==> config.mk <==
export PLATFORM = sky130hd
export DESIGN_NAME = esr_role_ctrl
export DESIGN_NICKNAME = d
export VERILOG_FILES = /design/src/hw/esr_pkg.sv /design/src/hw/esr_sync.sv /design/src/hw/esr_role_ctrl.sv
export SDC_FILE = /design/constraint.sdc
export NUM_CORES = 1
export LEC_CHECK = 0
export BUFFER_PORTS_ARGS = -buffer_cell sky130_fd_sc_hd__buf_2
export CORE_AREA = 3 3 95 97
export CTS_CLUSTER_DIAMETER = 50
export DETAILED_ROUTE_END_ITERATION = 8
export DIE_AREA = 0 0 98 100
export GPL_ROUTABILITY_DRIVEN = 0
export PLACE_DENSITY = 0.88
export SYNTH_ARGS = -nofsm -noshare
export SYNTH_HDL_FRONTEND = slang
export SYNTH_SLANG_ARGS = --single-unit
==> constraint.sdc <==
create_clock -name ref_clk_in -period 3.2 [get_ports ref_clk_in]
set_input_delay 0.64 -clock ref_clk_in [delete_from_list [all_inputs] [get_ports ref_clk_in]]
set_output_delay 0.64 -clock ref_clk_in [all_outputs]
set_load 0.1 [all_outputs]
==> src/hw/esr_pkg.sv <==
`default_nettype none
package esr_pkg;
	// widths of the config command port and the virtual wire groups
	localparam int CFG_AW = 16;
	localparam int IDX_W = 8;
	localparam int VW_W = 4;
	localparam int SLP_W = 3;
	localparam int N_UP = 3;
	// config locations
	localparam logic [15:0] LOC_DEV_ID = 16'h0004;
	localparam logic [15:0] LOC_GEN = 16'h0008;
	localparam logic [15:0] LOC_CH0 = 16'h0010;
	localparam logic [15:0] LOC_CH1 = 16'h0020;
	// virtual wire indexes
	localparam logic [7:0] IDX_SLP = 8'h02;
	localparam logic [7:0] IDX_BOOT = 8'h05;
	localparam logic [7:0] IDX_HOST = 8'h06;
	localparam logic [7:0] IDX_HRW = 8'h07;
	localparam logic [7:0] IDX_SACK = 8'h40;
	localparam logic [7:0] IDX_SWARN = 8'h41;
	// bit positions inside a group
	localparam int BIT_BOOT_DONE = 0;
	localparam int BIT_BOOT_STAT = 3;
	localparam int BIT_HRA = 3;
	localparam int BIT_HRW = 0;
	localparam int BIT_SACK = 0;
	localparam int BIT_SWARN = 0;
	localparam int BIT_SPA = 1;
	// wire group defaults
	localparam logic [2:0] SLP_RST = 3'h0;
	localparam logic [3:0] UP5_RST = 4'h0;
	localparam logic [3:0] UP6_RST = 4'h7;
	localparam logic [3:0] UP40_RST = 4'h0;
	// pending slots of the upstream sender
	localparam int SLOT_BOOT = 0;
	localparam int SLOT_HOST = 1;
	localparam int SLOT_SACK = 2;
	// config register layouts
	localparam logic [31:0] GEN_RW_MASK = 32'hDCF0F000;
	localparam logic [31:0] GEN_RO_VAL = 32'h030C0003;
	localparam logic [31:0] CH0_RW_MASK = 32'h00007705;
	localparam logic [31:0] CH0_RST = 32'h00001101;
	localparam logic [31:0] CH0_RO_VAL = 32'h00000010;
	localparam logic [31:0] CH1_RW_MASK = 32'h003F0001;
	localparam logic [31:0] CH1_RST = 32'h00000000;
	localparam logic [31:0] CH1_RO_VAL = 32'h00003F00;
	localparam int BIT_EN = 0;
	localparam int BIT_RDY = 1;
	// synchroniser lanes
	localparam int N_SYNC = 7;
	localparam int S_ROLE = 0;
	localparam int S_SACK = 1;
	localparam int S_HALT = 2;
	localparam int S_GRANT = 3;
	localparam int S_LCLK = 4;
	localparam int S_ERST = 5;
	localparam int S_PRST = 6;
	typedef enum logic [1:0] {
		ST_IDLE = 2'h1,
		ST_SEND = 2'h2
	} esr_state_t;
endpackage
`default_nettype wire

==> src/hw/esr_sync.sv <==
`timescale 1ns/1ps
`default_nettype none
module esr_sync #(
	parameter int W = 1
) (
	input wire logic clk_in,
	input wire logic rst_n_in,
	input wire logic [W-1:0] d_in,
	output logic [W-1:0] q_out
);
	logic [W-1:0] meta_q;

	// two stages; only the second stage is visible outside
	always_ff @(posedge clk_in or negedge rst_n_in) begin
		if (!rst_n_in) begin
			meta_q <= '0;
			q_out <= '0;
		end else begin
			meta_q <= d_in;
			q_out <= meta_q;
		end
	end
endmodule
`default_nettype wire

==> src/hw/esr_role_ctrl.sv <==
// Summary of operation
// - role pin level steers the role continuously, never latched once
// - high role: ack pin shows suspend-powerdown ack; host reset ack sent up
// - primary sends boot-load done and status bits of index 5h as one
// - low role: no boot-load wires, suspend-ack pin ignored
// - secondary answers no wire handshake; downstream wires only recorded
// - secondary: ack pin shows host-reset acknowledge
// - secondary never sends host-reset acknowledge upstream
// - host-reset ack rises after warn rise once lpc is halted
// - low then high role: boot-load wires sent at the rise
// - delayed start: pin first host-reset ack low, then powerdown ack
// - suspend-warning pin follows downstream suspend-warn wire
// - each suspend-ack pin edge in the primary role queues an index 40h update
// - each index carries four bits with one fixed direction
// - index 2h sleep bits default zero, cleared by espi reset
// - index 5h bits default zero, cleared by espi reset
// - index 6h default 0111, restored by platform reset
// - peripheral side offers no bus mastering, ltr or dma
// - runs up to 50 MHz; frequency field stored, never enforced
// - config registers reached only by get and set config commands
// - espi reset also resets the platform reset domain
`timescale 1ns/1ps
`default_nettype none
module esr_role_ctrl #(
	parameter logic [7:0] VERSION_ID = 8'hA5 // arbitrary value
) (
	input wire logic ref_clk_in,
	input wire logic rstn_in,
	input wire logic espi_rstn_in,
	input wire logic plt_rstn_in,
	input wire logic espi_clk_in,
	input wire logic role_select_in,
	input wire logic suspend_acknowledge_pin_n_in,
	input wire logic lpc_halted_in,
	input wire logic vw_dn_valid_in,
	input wire logic [esr_pkg::IDX_W-1:0] vw_dn_index_in,
	input wire logic [esr_pkg::VW_W-1:0] vw_dn_data_in,
	input wire logic vw_up_grant_in,
	output logic vw_up_valid_out,
	output logic [esr_pkg::IDX_W-1:0] vw_up_index_out,
	output logic [esr_pkg::VW_W-1:0] vw_up_data_out,
	input wire logic cfg_req_in,
	input wire logic cfg_wr_in,
	input wire logic [esr_pkg::CFG_AW-1:0] cfg_loc_in,
	input wire logic [31:0] cfg_wdata_in,
	output logic cfg_ack_out,
	output logic [31:0] cfg_rdata_out,
	output logic suspend_warning_pin_n_out,
	output logic multiplexed_acknowledge_pin_out,
	output logic [esr_pkg::SLP_W-1:0] sleep_state_out
);
	import esr_pkg::*;

	logic rst_meta_q, rst_n;
	logic [N_SYNC-1:0] sync_s;
	logic primary, sa_s, halted_s, grant_s, lclk_s, esp_clr, plt_clr;
	logic role_prev_q, sa_prev_q, lclk_prev_q;
	logic [SLP_W-1:0] slp_q;
	logic swarn_q, spa_q, hrw_q, hra_pend_q, hra_q, boot_sent_q;
	logic [VW_W-1:0] up5_q, up6_q, up40_q;
	logic [N_UP-1:0] pend_q, pend_set, pend_clr, dom_clr, out_sel_q;
	logic [IDX_W-1:0] out_idx_q;
	logic [VW_W-1:0] out_data_q;
	esr_state_t state_q, state_d;
	logic [31:0] gen_q, ch0_q, ch1_q, rdata_q;
	logic ack_q, mux_q;

	// top reset: asserted at once, released through two flops
	always_ff @(posedge ref_clk_in or negedge rstn_in) begin
		if (!rstn_in) begin
			rst_meta_q <= 1'h0;
			rst_n <= 1'h0;
		end else begin
			rst_meta_q <= 1'h1;
			rst_n <= rst_meta_q;
		end
	end

	// every pin and the link clock cross into ref_clk here
	esr_sync #(.W(N_SYNC)) u_sync (
		.clk_in(ref_clk_in),
		.rst_n_in(rst_n),
		.d_in({plt_rstn_in, espi_rstn_in, espi_clk_in, vw_up_grant_in,
			lpc_halted_in, suspend_acknowledge_pin_n_in, role_select_in}),
		.q_out(sync_s)
	);

	// role straight from the synced pin level, no capture
	assign primary = sync_s[S_ROLE];
	assign sa_s = sync_s[S_SACK];
	assign halted_s = sync_s[S_HALT];
	assign grant_s = sync_s[S_GRANT];
	assign lclk_s = sync_s[S_LCLK];
	// reset domains; espi reset drags the platform domain along
	assign esp_clr = ~sync_s[S_ERST];
	assign plt_clr = esp_clr | ~sync_s[S_PRST];

	// edge history; the suspend-ack copy parks at the pin's idle high level
	// while the espi domain is held, so its release shows no false edge
	always_ff @(posedge ref_clk_in or negedge rst_n) begin
		if (!rst_n) begin
			role_prev_q <= 1'h0;
			sa_prev_q <= 1'h1;
			lclk_prev_q <= 1'h0;
		end else begin
			role_prev_q <= primary;
			sa_prev_q <= esp_clr ? 1'h1 : sa_s;
			lclk_prev_q <= lclk_s;
		end
	end

	logic role_rise, sa_edge, lclk_rise;
	assign role_rise = primary & ~role_prev_q;
	assign sa_edge = (sa_s ^ sa_prev_q) & ~esp_clr;
	assign lclk_rise = lclk_s & ~lclk_prev_q;

	// downstream group decode: index picks a four bit group
	logic dn_slp_wr, dn_hrw_wr, dn_swarn_wr, hrw_rise;
	assign dn_slp_wr = vw_dn_valid_in & (vw_dn_index_in == IDX_SLP);
	assign dn_hrw_wr = vw_dn_valid_in & (vw_dn_index_in == IDX_HRW);
	assign dn_swarn_wr = vw_dn_valid_in & (vw_dn_index_in == IDX_SWARN);
	assign hrw_rise = dn_hrw_wr & vw_dn_data_in[BIT_HRW] & ~hrw_q;

	// espi-domain downstream wires, kept in either role
	always_ff @(posedge ref_clk_in or negedge rst_n) begin
		if (!rst_n) begin
			slp_q <= SLP_RST;
			swarn_q <= 1'h0;
			spa_q <= 1'h0;
		end else if (esp_clr) begin
			slp_q <= SLP_RST;
			swarn_q <= 1'h0;
			spa_q <= 1'h0;
		end else begin
			if (dn_slp_wr)
				slp_q <= vw_dn_data_in[SLP_W-1:0];
			if (dn_swarn_wr) begin
				swarn_q <= vw_dn_data_in[BIT_SWARN];
				spa_q <= vw_dn_data_in[BIT_SPA];
			end
		end
	end

	// host reset warn and ack live in the platform domain
	// ack waits for the lpc side to report a graceful halt
	always_ff @(posedge ref_clk_in or negedge rst_n) begin
		if (!rst_n) begin
			hrw_q <= 1'h0;
			hra_pend_q <= 1'h0;
			hra_q <= 1'h0;
		end else if (plt_clr) begin
			hrw_q <= 1'h0;
			hra_pend_q <= 1'h0;
			hra_q <= 1'h0;
		end else begin
			if (dn_hrw_wr)
				hrw_q <= vw_dn_data_in[BIT_HRW];
			if (hrw_rise)
				hra_pend_q <= 1'h1;
			else if (hra_pend_q && halted_s)
				hra_pend_q <= 1'h0;
			if (hra_pend_q && halted_s)
				hra_q <= 1'h1;
			else if (dn_hrw_wr && !vw_dn_data_in[BIT_HRW])
				hra_q <= 1'h0;
		end
	end

	// legacy pins; the shared pin is switched live by the role
	assign suspend_warning_pin_n_out = swarn_q;
	// shared pin re-selected every cycle; a flop keeps mux glitches off it
	always_ff @(posedge ref_clk_in or negedge rst_n) begin
		if (!rst_n)
			mux_q <= 1'h0;
		else
			mux_q <= primary ? spa_q : hra_q;
	end
	assign multiplexed_acknowledge_pin_out = mux_q;
	assign sleep_state_out = slp_q;

	// upstream events; every one is gated by the primary role
	logic boot_set, host_set, sack_set;
	assign boot_set = primary & ~boot_sent_q & ~esp_clr;
	assign host_set = primary & (hra_q != up6_q[BIT_HRA]) & ~plt_clr;
	assign sack_set = primary & sa_edge;

	// boot-load wires go out once; a low role holds them back
	always_ff @(posedge ref_clk_in or negedge rst_n) begin
		if (!rst_n) begin
			boot_sent_q <= 1'h0;
			up5_q <= UP5_RST;
			up40_q <= UP40_RST;
		end else if (esp_clr) begin
			boot_sent_q <= 1'h0;
			up5_q <= UP5_RST;
			up40_q <= UP40_RST;
		end else begin
			if (boot_set) begin
				boot_sent_q <= 1'h1;
				up5_q[BIT_BOOT_DONE] <= 1'h1;
				up5_q[BIT_BOOT_STAT] <= 1'h1;
			end
			if (sack_set)
				up40_q[BIT_SACK] <= sa_s;
		end
	end

	// index 6h mirrors the internal ack only while primary
	always_ff @(posedge ref_clk_in or negedge rst_n) begin
		if (!rst_n)
			up6_q <= UP6_RST;
		else if (plt_clr)
			up6_q <= UP6_RST;
		else if (host_set)
			up6_q[BIT_HRA] <= hra_q;
	end

	// one pending flag per upstream group; a new event beats the clear
	logic sent;
	assign pend_set = {sack_set, host_set, boot_set};
	assign dom_clr = {esp_clr, plt_clr, esp_clr};
	assign sent = (state_q == ST_SEND) & grant_s & lclk_rise;
	assign pend_clr = sent ? out_sel_q : '0;
	genvar gi;
	generate
		for (gi = 0; gi < N_UP; gi++) begin : g_pend
			always_ff @(posedge ref_clk_in or negedge rst_n) begin
				if (!rst_n)
					pend_q[gi] <= 1'h0;
				else if (dom_clr[gi])
					pend_q[gi] <= 1'h0;
				else
					pend_q[gi] <= (pend_q[gi] & ~pend_clr[gi]) | pend_set[gi];
			end
		end
	endgenerate

	// fixed priority: boot first, then host reset ack, then suspend ack
	logic [N_UP-1:0] pick;
	logic [IDX_W-1:0] pick_idx;
	logic [VW_W-1:0] pick_data;
	logic can_load;
	assign pick[SLOT_BOOT] = pend_q[SLOT_BOOT];
	assign pick[SLOT_HOST] = pend_q[SLOT_HOST] & ~pend_q[SLOT_BOOT];
	assign pick[SLOT_SACK] = pend_q[SLOT_SACK] & ~pend_q[SLOT_BOOT]
		& ~pend_q[SLOT_HOST];
	assign pick_idx = pick[SLOT_BOOT] ? IDX_BOOT :
		pick[SLOT_HOST] ? IDX_HOST : IDX_SACK;
	assign pick_data = pick[SLOT_BOOT] ? up5_q :
		pick[SLOT_HOST] ? up6_q : up40_q;
	assign can_load = (|pend_q) & primary;

	// sender: offer a group, hand it over on a grant at a link clock rise
	always_comb begin
		state_d = state_q;
		case (state_q)
			ST_IDLE: begin
				if (can_load)
					state_d = ST_SEND;
			end
			ST_SEND: begin
				if (sent)
					state_d = ST_IDLE;
			end
			default: state_d = ST_IDLE;
		endcase
	end

	always_ff @(posedge ref_clk_in or negedge rst_n) begin
		if (!rst_n)
			state_q <= ST_IDLE;
		else if (esp_clr)
			state_q <= ST_IDLE;
		else
			state_q <= state_d;
	end

	// the offered group is frozen while it waits for the master
	always_ff @(posedge ref_clk_in or negedge rst_n) begin
		if (!rst_n) begin
			out_sel_q <= '0;
			out_idx_q <= '0;
			out_data_q <= '0;
		end else if (state_q == ST_IDLE && can_load) begin
			out_sel_q <= pick;
			out_idx_q <= pick_idx;
			out_data_q <= pick_data;
		end
	end

	assign vw_up_valid_out = (state_q == ST_SEND);
	assign vw_up_index_out = out_idx_q;
	assign vw_up_data_out = out_data_q;

	// config command decode; no memory or io path reaches these
	logic hit_id, hit_gen, hit_ch0, hit_ch1, cfg_wr, cfg_rd;
	logic [31:0] rd_mux, ch0_view, ch1_view;
	assign hit_id = (cfg_loc_in == LOC_DEV_ID);
	assign hit_gen = (cfg_loc_in == LOC_GEN);
	assign hit_ch0 = (cfg_loc_in == LOC_CH0);
	assign hit_ch1 = (cfg_loc_in == LOC_CH1);
	assign cfg_wr = cfg_req_in & cfg_wr_in;
	assign cfg_rd = cfg_req_in & ~cfg_wr_in;
	// ready bits mirror their enable bits
	assign ch0_view = ch0_q | CH0_RO_VAL
		| ({31'h0, ch0_q[BIT_EN]} << BIT_RDY);
	assign ch1_view = ch1_q | CH1_RO_VAL
		| ({31'h0, ch1_q[BIT_EN]} << BIT_RDY);
	assign rd_mux = hit_id ? {24'h0, VERSION_ID} :
		hit_gen ? (gen_q | GEN_RO_VAL) :
		hit_ch0 ? ch0_view :
		hit_ch1 ? ch1_view : 32'h0;

	// frequency select is only stored; nothing here limits the clock
	always_ff @(posedge ref_clk_in or negedge rst_n) begin
		if (!rst_n) begin
			gen_q <= 32'h0;
			ch1_q <= CH1_RST;
		end else if (esp_clr) begin
			gen_q <= 32'h0;
			ch1_q <= CH1_RST;
		end else if (cfg_wr) begin
			if (hit_gen)
				gen_q <= cfg_wdata_in & GEN_RW_MASK;
			else if (hit_ch1)
				ch1_q <= cfg_wdata_in & CH1_RW_MASK;
		end
	end

	// bus master enable is storage only; no mastering engine exists
	always_ff @(posedge ref_clk_in or negedge rst_n) begin
		if (!rst_n)
			ch0_q <= CH0_RST;
		else if (plt_clr)
			ch0_q <= CH0_RST;
		else if (cfg_wr && hit_ch0)
			ch0_q <= cfg_wdata_in & CH0_RW_MASK;
	end

	// every command is answered one cycle later; unknown locations read 0
	always_ff @(posedge ref_clk_in or negedge rst_n) begin
		if (!rst_n) begin
			ack_q <= 1'h0;
			rdata_q <= 32'h0;
		end else begin
			ack_q <= cfg_req_in;
			if (cfg_rd)
				rdata_q <= rd_mux;
		end
	end

	assign cfg_ack_out = ack_q;
	assign cfg_rdata_out = rdata_q;
endmodule
`default_nettype wire

## Word-level counts from Yosys, hierarchy flattened

Cells that the tools add are included.

| word-level totals | value |
|---|---|
| memories | 0 |
| logic and storage cells | 152 |
| memory bits (writable) | 0 |
| output and inout port bits | 51 |
| bits in latches | 0 |
| flip-flop bits (word level) | 180 |
| bits in read-only memories | 0 |

| cells by class | value |
|---|---|
| div/mod/pow operators | 0 |
| reduce and logical (&&, ||, !) cells | 14 |
| equal/unequal tests | 20 |
| $mul | 0 |
| shift operators | 0 |
| $lt $le $gt $ge | 0 |
| add/sub/neg operators | 0 |
| muxes and demuxes | 47 |
| bitwise logic cells | 42 |

Operator list:

| kind | number |
|---|---|
| two-way mux 32 bit | 13 |
| OR 32 x 2 -> 32 bit | 2 |
| bitwise AND 1 bit | 23 |
| two-way mux 1 bit | 23 |
| == test 16 x 3 -> 1 bit (second input constant) | 1 |
| == test 16 x 4 -> 1 bit (second input constant) | 1 |
| == test 16 x 5 -> 1 bit (second input constant) | 1 |
| == test 16 x 6 -> 1 bit (second input constant) | 1 |
| inequality test 2 bit (second input constant) | 8 |
| two-way mux 7 bit | 2 |
| inverter 1 bit | 12 |
| two-way mux 3 bit | 3 |
| == test 8 x 2 -> 1 bit (second input constant) | 1 |
| == test 8 x 3 -> 1 bit (second input constant) | 1 |
| == test 8 x 7 -> 1 bit (second input constant) | 1 |
| two-way mux 4 bit | 2 |
| two-way mux 2 bit | 3 |
| inequality test 3 bit (second input constant) | 2 |
| nonzero test 2 bit | 3 |
| nonzero test 3 bit | 2 |
| logical AND 1 bit | 4 |
| OR 1 bit | 4 |
| one-hot mux 2 bit (2 select lines) | 1 |
| AND reduction 2 bit | 2 |
| 7 further kinds | 7 |

## Logic depth before layout (Yosys ltp)

| logic depth | value |
|---|---|
| depth in word-level cells | 8 |
| gate-level depth with buffers | 6 |
| mapped depth without buffers | 4 |

## Cells and area by module

A second synthesis with hierarchy kept.

| unflattened totals | value |
|---|---|
| cell total of the unflattened synthesis | 380 |
| area, all modules | 4241.6 µm² |

By module, submodules not included:

| module | times used | area each (µm²) | seq. area each (µm²) | cells an instance |
|---|---|---|---|---|
| esr_role_ctrl | 1 | 3891.2 | 2108.3 | 366 |
| esr_sync | 1 | 350.3 | 350.3 | 14 |

## Worst setup path after synthesis

Ideal clock, no wire load.

| path | value |
|---|---|
| path type | input to register |
| start | input port cfg_loc_in[9] in the netlist's numbering |
| end | register gen_q[15] |
| library setup time | 0.126 ns |
| setup slack | 0.933 ns |
| path buffers | 1 |
| arrival time | 2.141 ns |
| stages | 5 |
| cells stage by stage | or4_4 or4_4 clkbuf_1 o21ai_0 a21boi_1 |

| on the way | value |
|---|---|
| longest elaborated chain between the ends | 3 |

RTL lines:

| item | line | text |
|---|---|---|
| start: declaration | esr_role_ctrl.sv:44 | `input wire logic [esr_pkg::CFG_AW-1:0] cfg_loc_in,` |
| == test 16 x 4 -> 1 bit | esr_role_ctrl.sv:299 | `assign hit_gen = (cfg_loc_in == LOC_GEN);` |
| inequality test 2 bit (no source line) | -- |  |
| AND reduction 2 bit (no source line) | -- |  |
| end signal: assignment | esr_role_ctrl.sv:324 | `gen_q <= cfg_wdata_in & GEN_RW_MASK;` |
| end: declaration | esr_role_ctrl.sv:65 | `logic [31:0] gen_q, ch0_q, ch1_q, rdata_q;` |

Every way passes these cells.
A chain may end at the register's enable or synchronous reset.

## Final worst setup path

| path | value |
|---|---|
| start | input port cfg_loc_in[1] in the netlist's numbering |
| end | register ch0_q[13] |

| on the way | value |
|---|---|
| longest elaborated chain between the ends | 3 |

RTL lines:

| item | line | text |
|---|---|---|
| == test 16 x 5 -> 1 bit | esr_role_ctrl.sv:300 | `assign hit_ch0 = (cfg_loc_in == LOC_CH0);` |
| logical AND 1 bit | esr_role_ctrl.sv:336 | `else if (cfg_wr && hit_ch0)` |
| nonzero test 2 bit (no source line) | -- |  |
| end signal: assignment | esr_role_ctrl.sv:337 | `ch0_q <= cfg_wdata_in & CH0_RW_MASK;` |
| end: declaration | esr_role_ctrl.sv:65 |  |

Every way passes these cells.

==> run_results.csv <==
group,metric,value,unit
sta,setup_viol,0,
logic_synthesis,yosysWarnings,0,
logic_synthesis,synth_xor_area_share,0.629,%
worst_setup_path,crit_fanout,14,
route,postRouteAntennaNets,0,
worst_setup_path,rrSetupSlack,1.30,ns
grt,grtUsageTotal,20.6,%
clock_network,cts_sinks,98,
logic_synthesis,synth_adder_area_share,0,%
logic_synthesis,synth-compound-area-share,17.5,%
grt,grt_pass1_vias,3412,
pwr,leakagePower,2.41,nW
sta,fin_skew,0.0103,ns
run,cap_violations,0,
logic_synthesis,synth_cells,378,
layout,nNetsFinal,544,
worst_setup_path,setup.worst_path.start_class,"input port",
sta,fin_crit_sh,69.3,%
sta,slew_violations,0,
logic_synthesis,synth_edf_count,0,
logic_synthesis,synth_area,4180,µm²
layout,fin_area,4950,µm²
route,wl,9.62,mm
worst_setup_path,crit_arrival,2.45,ns
worst_setup_path,worstReg2RegStart,"state_q[0]",
logic_synthesis,yosys-top-cells-area,"dfrtp_1, o21ai_0, nand3_1",
place,dp.cells,566,
layout,final_common_cell,"buf_2",
place,pre_cts_ws,0.637,ns
clock_network,numCtsBuffers,9,
logic_synthesis,ys_ff_latch,98,
layout,area_growth,18.4,%
worst_hold_path,hp-class,"in2async",
logic_synthesis,avgSynthCellArea,11.1,µm²
route,via_per_inst,5.66,
place,port_buffers,104,
die,boundaryPins,123,
grt,overflow,0,
clock_network,cts_max_level,3,
clock_network,cts_root_buf,"clkbuf_8",
logic_synthesis,synth_cell_types,48,
route,wl_met2,4.99,mm
clock_network,clk_path_buf_depth,2,
clock_network,cts_tree,"done",
route,drt_pass1_iterations,4,
logic_synthesis,async_flop_share,100,%
place,dp_hpwl,6.86,mm
logic_synthesis,muxShareOfSynthArea,2.49,%
route,drcViolationCount,0,
die,initial_core_util,50.8,%
die,die_h,100,µm
sta,max-slew-margin-rel,31.0,%
worst_setup_path,critPathKind,"in2reg",
clock_network,insertion_delay,0.37,ns
logic_synthesis,yosysTopAreaCell,"dfrtp_1",
layout,instances_no_fill,582,
logic_synthesis,synth_top_family_by_area,"compound AO/OA/AOI/OAI gates",
route,highest_layer,"met5",
clock_network,cts_resized,0,
pwr,power_density,514,nW/µm²
layout,diodes,0,
die,num_rows,33,
route,vias,3292,
grt,grt_pass1_wl,16.2,mm
pwr,ir_worst_vdd,269,µV
grt,grt_max_degree,50,
route,drt_iter0_drc,194,
die,die_area,9800,µm²
place,place_area,4740,µm²
worst_setup_path,crit_chain,"buf_2 -> nor4_1 -> nand4_1 -> o21ai_0 -> a21oi_1",
sta,rsz0062_at_grt,"false",
route,wl_met1,3.66,mm
logic_synthesis,synthSimpleGateAreaFrac,15.2,%
worst_setup_path,crit_path_end_kind,"flip-flop",
worst_setup_path,cpMaxStageDelayCell,"nor4_1",
clock_network,postCtsHoldBufs,0,
clock_network,postCtsSetupBuffers,0,
clock_network,path_clk_slew,0.10,ns
grt,antenna_found_initial,1,
layout,mostFrequentLayoutCells,"buf_2, dfrtp_1, o21ai_0, nand3_1, nand2_1",
sta,period_needed,2.22,ns
layout,drive_gt1_share,30.2,%
route,wire_per_inst,16.5,µm
run_status,status,"finished, final reports clean",
sta,setup_slack,0.982,ns
die,core_area,8220,µm²
die,die_w,98,µm
pwr,p_total,0.00254,W
worst_setup_path,required,3.44,ns
worst_setup_path,max_stage_delay,0.66,ns
logic_synthesis,synth_top_cell_area_share,55.7,%
worst_setup_path,cp-startpoint,"cfg_loc_in[1]",
sta,hold_viol,0,
route,met3_length,793,µm
sta,setup_tns,0,ns
sta,worst_pin_slew,1.04,ns
logic_synthesis,ys_seq_area_share,58.8,%
logic_synthesis,synth_ff_type,"dfrtp_1",
sta,timing.fmax,451,MHz
[report_power, final]
group | total, W | internal [W] | switching [W]
Combinational | 0.000390 | 0.0000821 | 0.000308
Sequential | 0.00132 | 0.00128 | 0.0000379
Clock | 0.000832 | 0.000376 | 0.000456
[cell type report]
type | count | area (µm²)
Tap cell | 105 | 131
Sequential cell | 98 | 2460
Timing Repair Buffer | 111 | 586
Multi-Input combinational cell | 243 | 1520
Clock buffer | 9 | 124
Fill cell | 674 | 3270
Inverter | 9 | 33.8
Clock inverter | 7 | 86.3
[synth_stat cells (all sizes together), types with 3 or more instances]
cell type  count
dfstp          5
a21boi        22
nor2          13
a22o          12
dfrtp         93
buf           17
mux2i          7
mux2           3
o31ai          3
nor2b          6
nand2b         4
or4            5
nor4           6
inv            9
a21o           3
nor4b          5
o21a           5
and2           4
nand2         19
nand4          5
nor3           6
a21oi         11
a22oi          6
o21ai         43
nand3         29
clkbuf        17
[worst max-delay path: cells and delay by family]
kind | cells | cell delay, ns
simple gates | 2 | 1.23
compound gates | 2 | 0.46
buf+inv | 1 | 0.11
[flip-flops by register name, summed over array words and instances (netlist names), 3 cells and up]
signal           count
gen_q               13
ch1_q                7
out_sel_q            3
pend_q               3
u_sync.meta_q        7
cfg_rdata_out       27
ch0_q                8
sleep_state_out      3
u_sync.q_out         7
[stage by stage]
stage / utilization [%] / hold slack, ns
2_1_floorplan: - / 0.331
3_3_place_gp: 57.7 / 0.333
3_5_place_dp: 57.7 / 0.335
4_1_cts: 60.2 / 0.0201
5_1_grt: 60.2 / 0.0106
6_report: 60.2 / 0.0382
[worst paths after layout]
| check | depth (start not counted) | end |
|---|---|---|
| max | 5 | ch0_q[13] |
| min | 1 | rst_n |
| max reg2reg | 3 | out_sel_q[0] |
| min reg2reg | 0 | u_sync.q_out[1] |
| max in group asynchronous | 1 | sleep_state_out[1] |
| min in group ref_clk_in | 0 | u_sync.q_out[5] |
[logic make-up (layout without fill, tap and decap cells)]
group / Yosys count / in the layout
other cells: 2 / 8
flops: 98 / 98
compound gates: 112 / 112
simple gates: 110 / 110
buf+inv: 43 / 136
mux: 10 / 10
xor+xnor: 3 / 3
[layer usage]
metal / GRT usage (%) / vias to the layer above
met2: 36.0 / 145
met3: 4.93 / 17
met1: 24.8 / 1603
met5: 0 / -
li1: - / 1525
met4: 7.67 / 2
No activity file was read; power rests on OpenSTA's default activity.
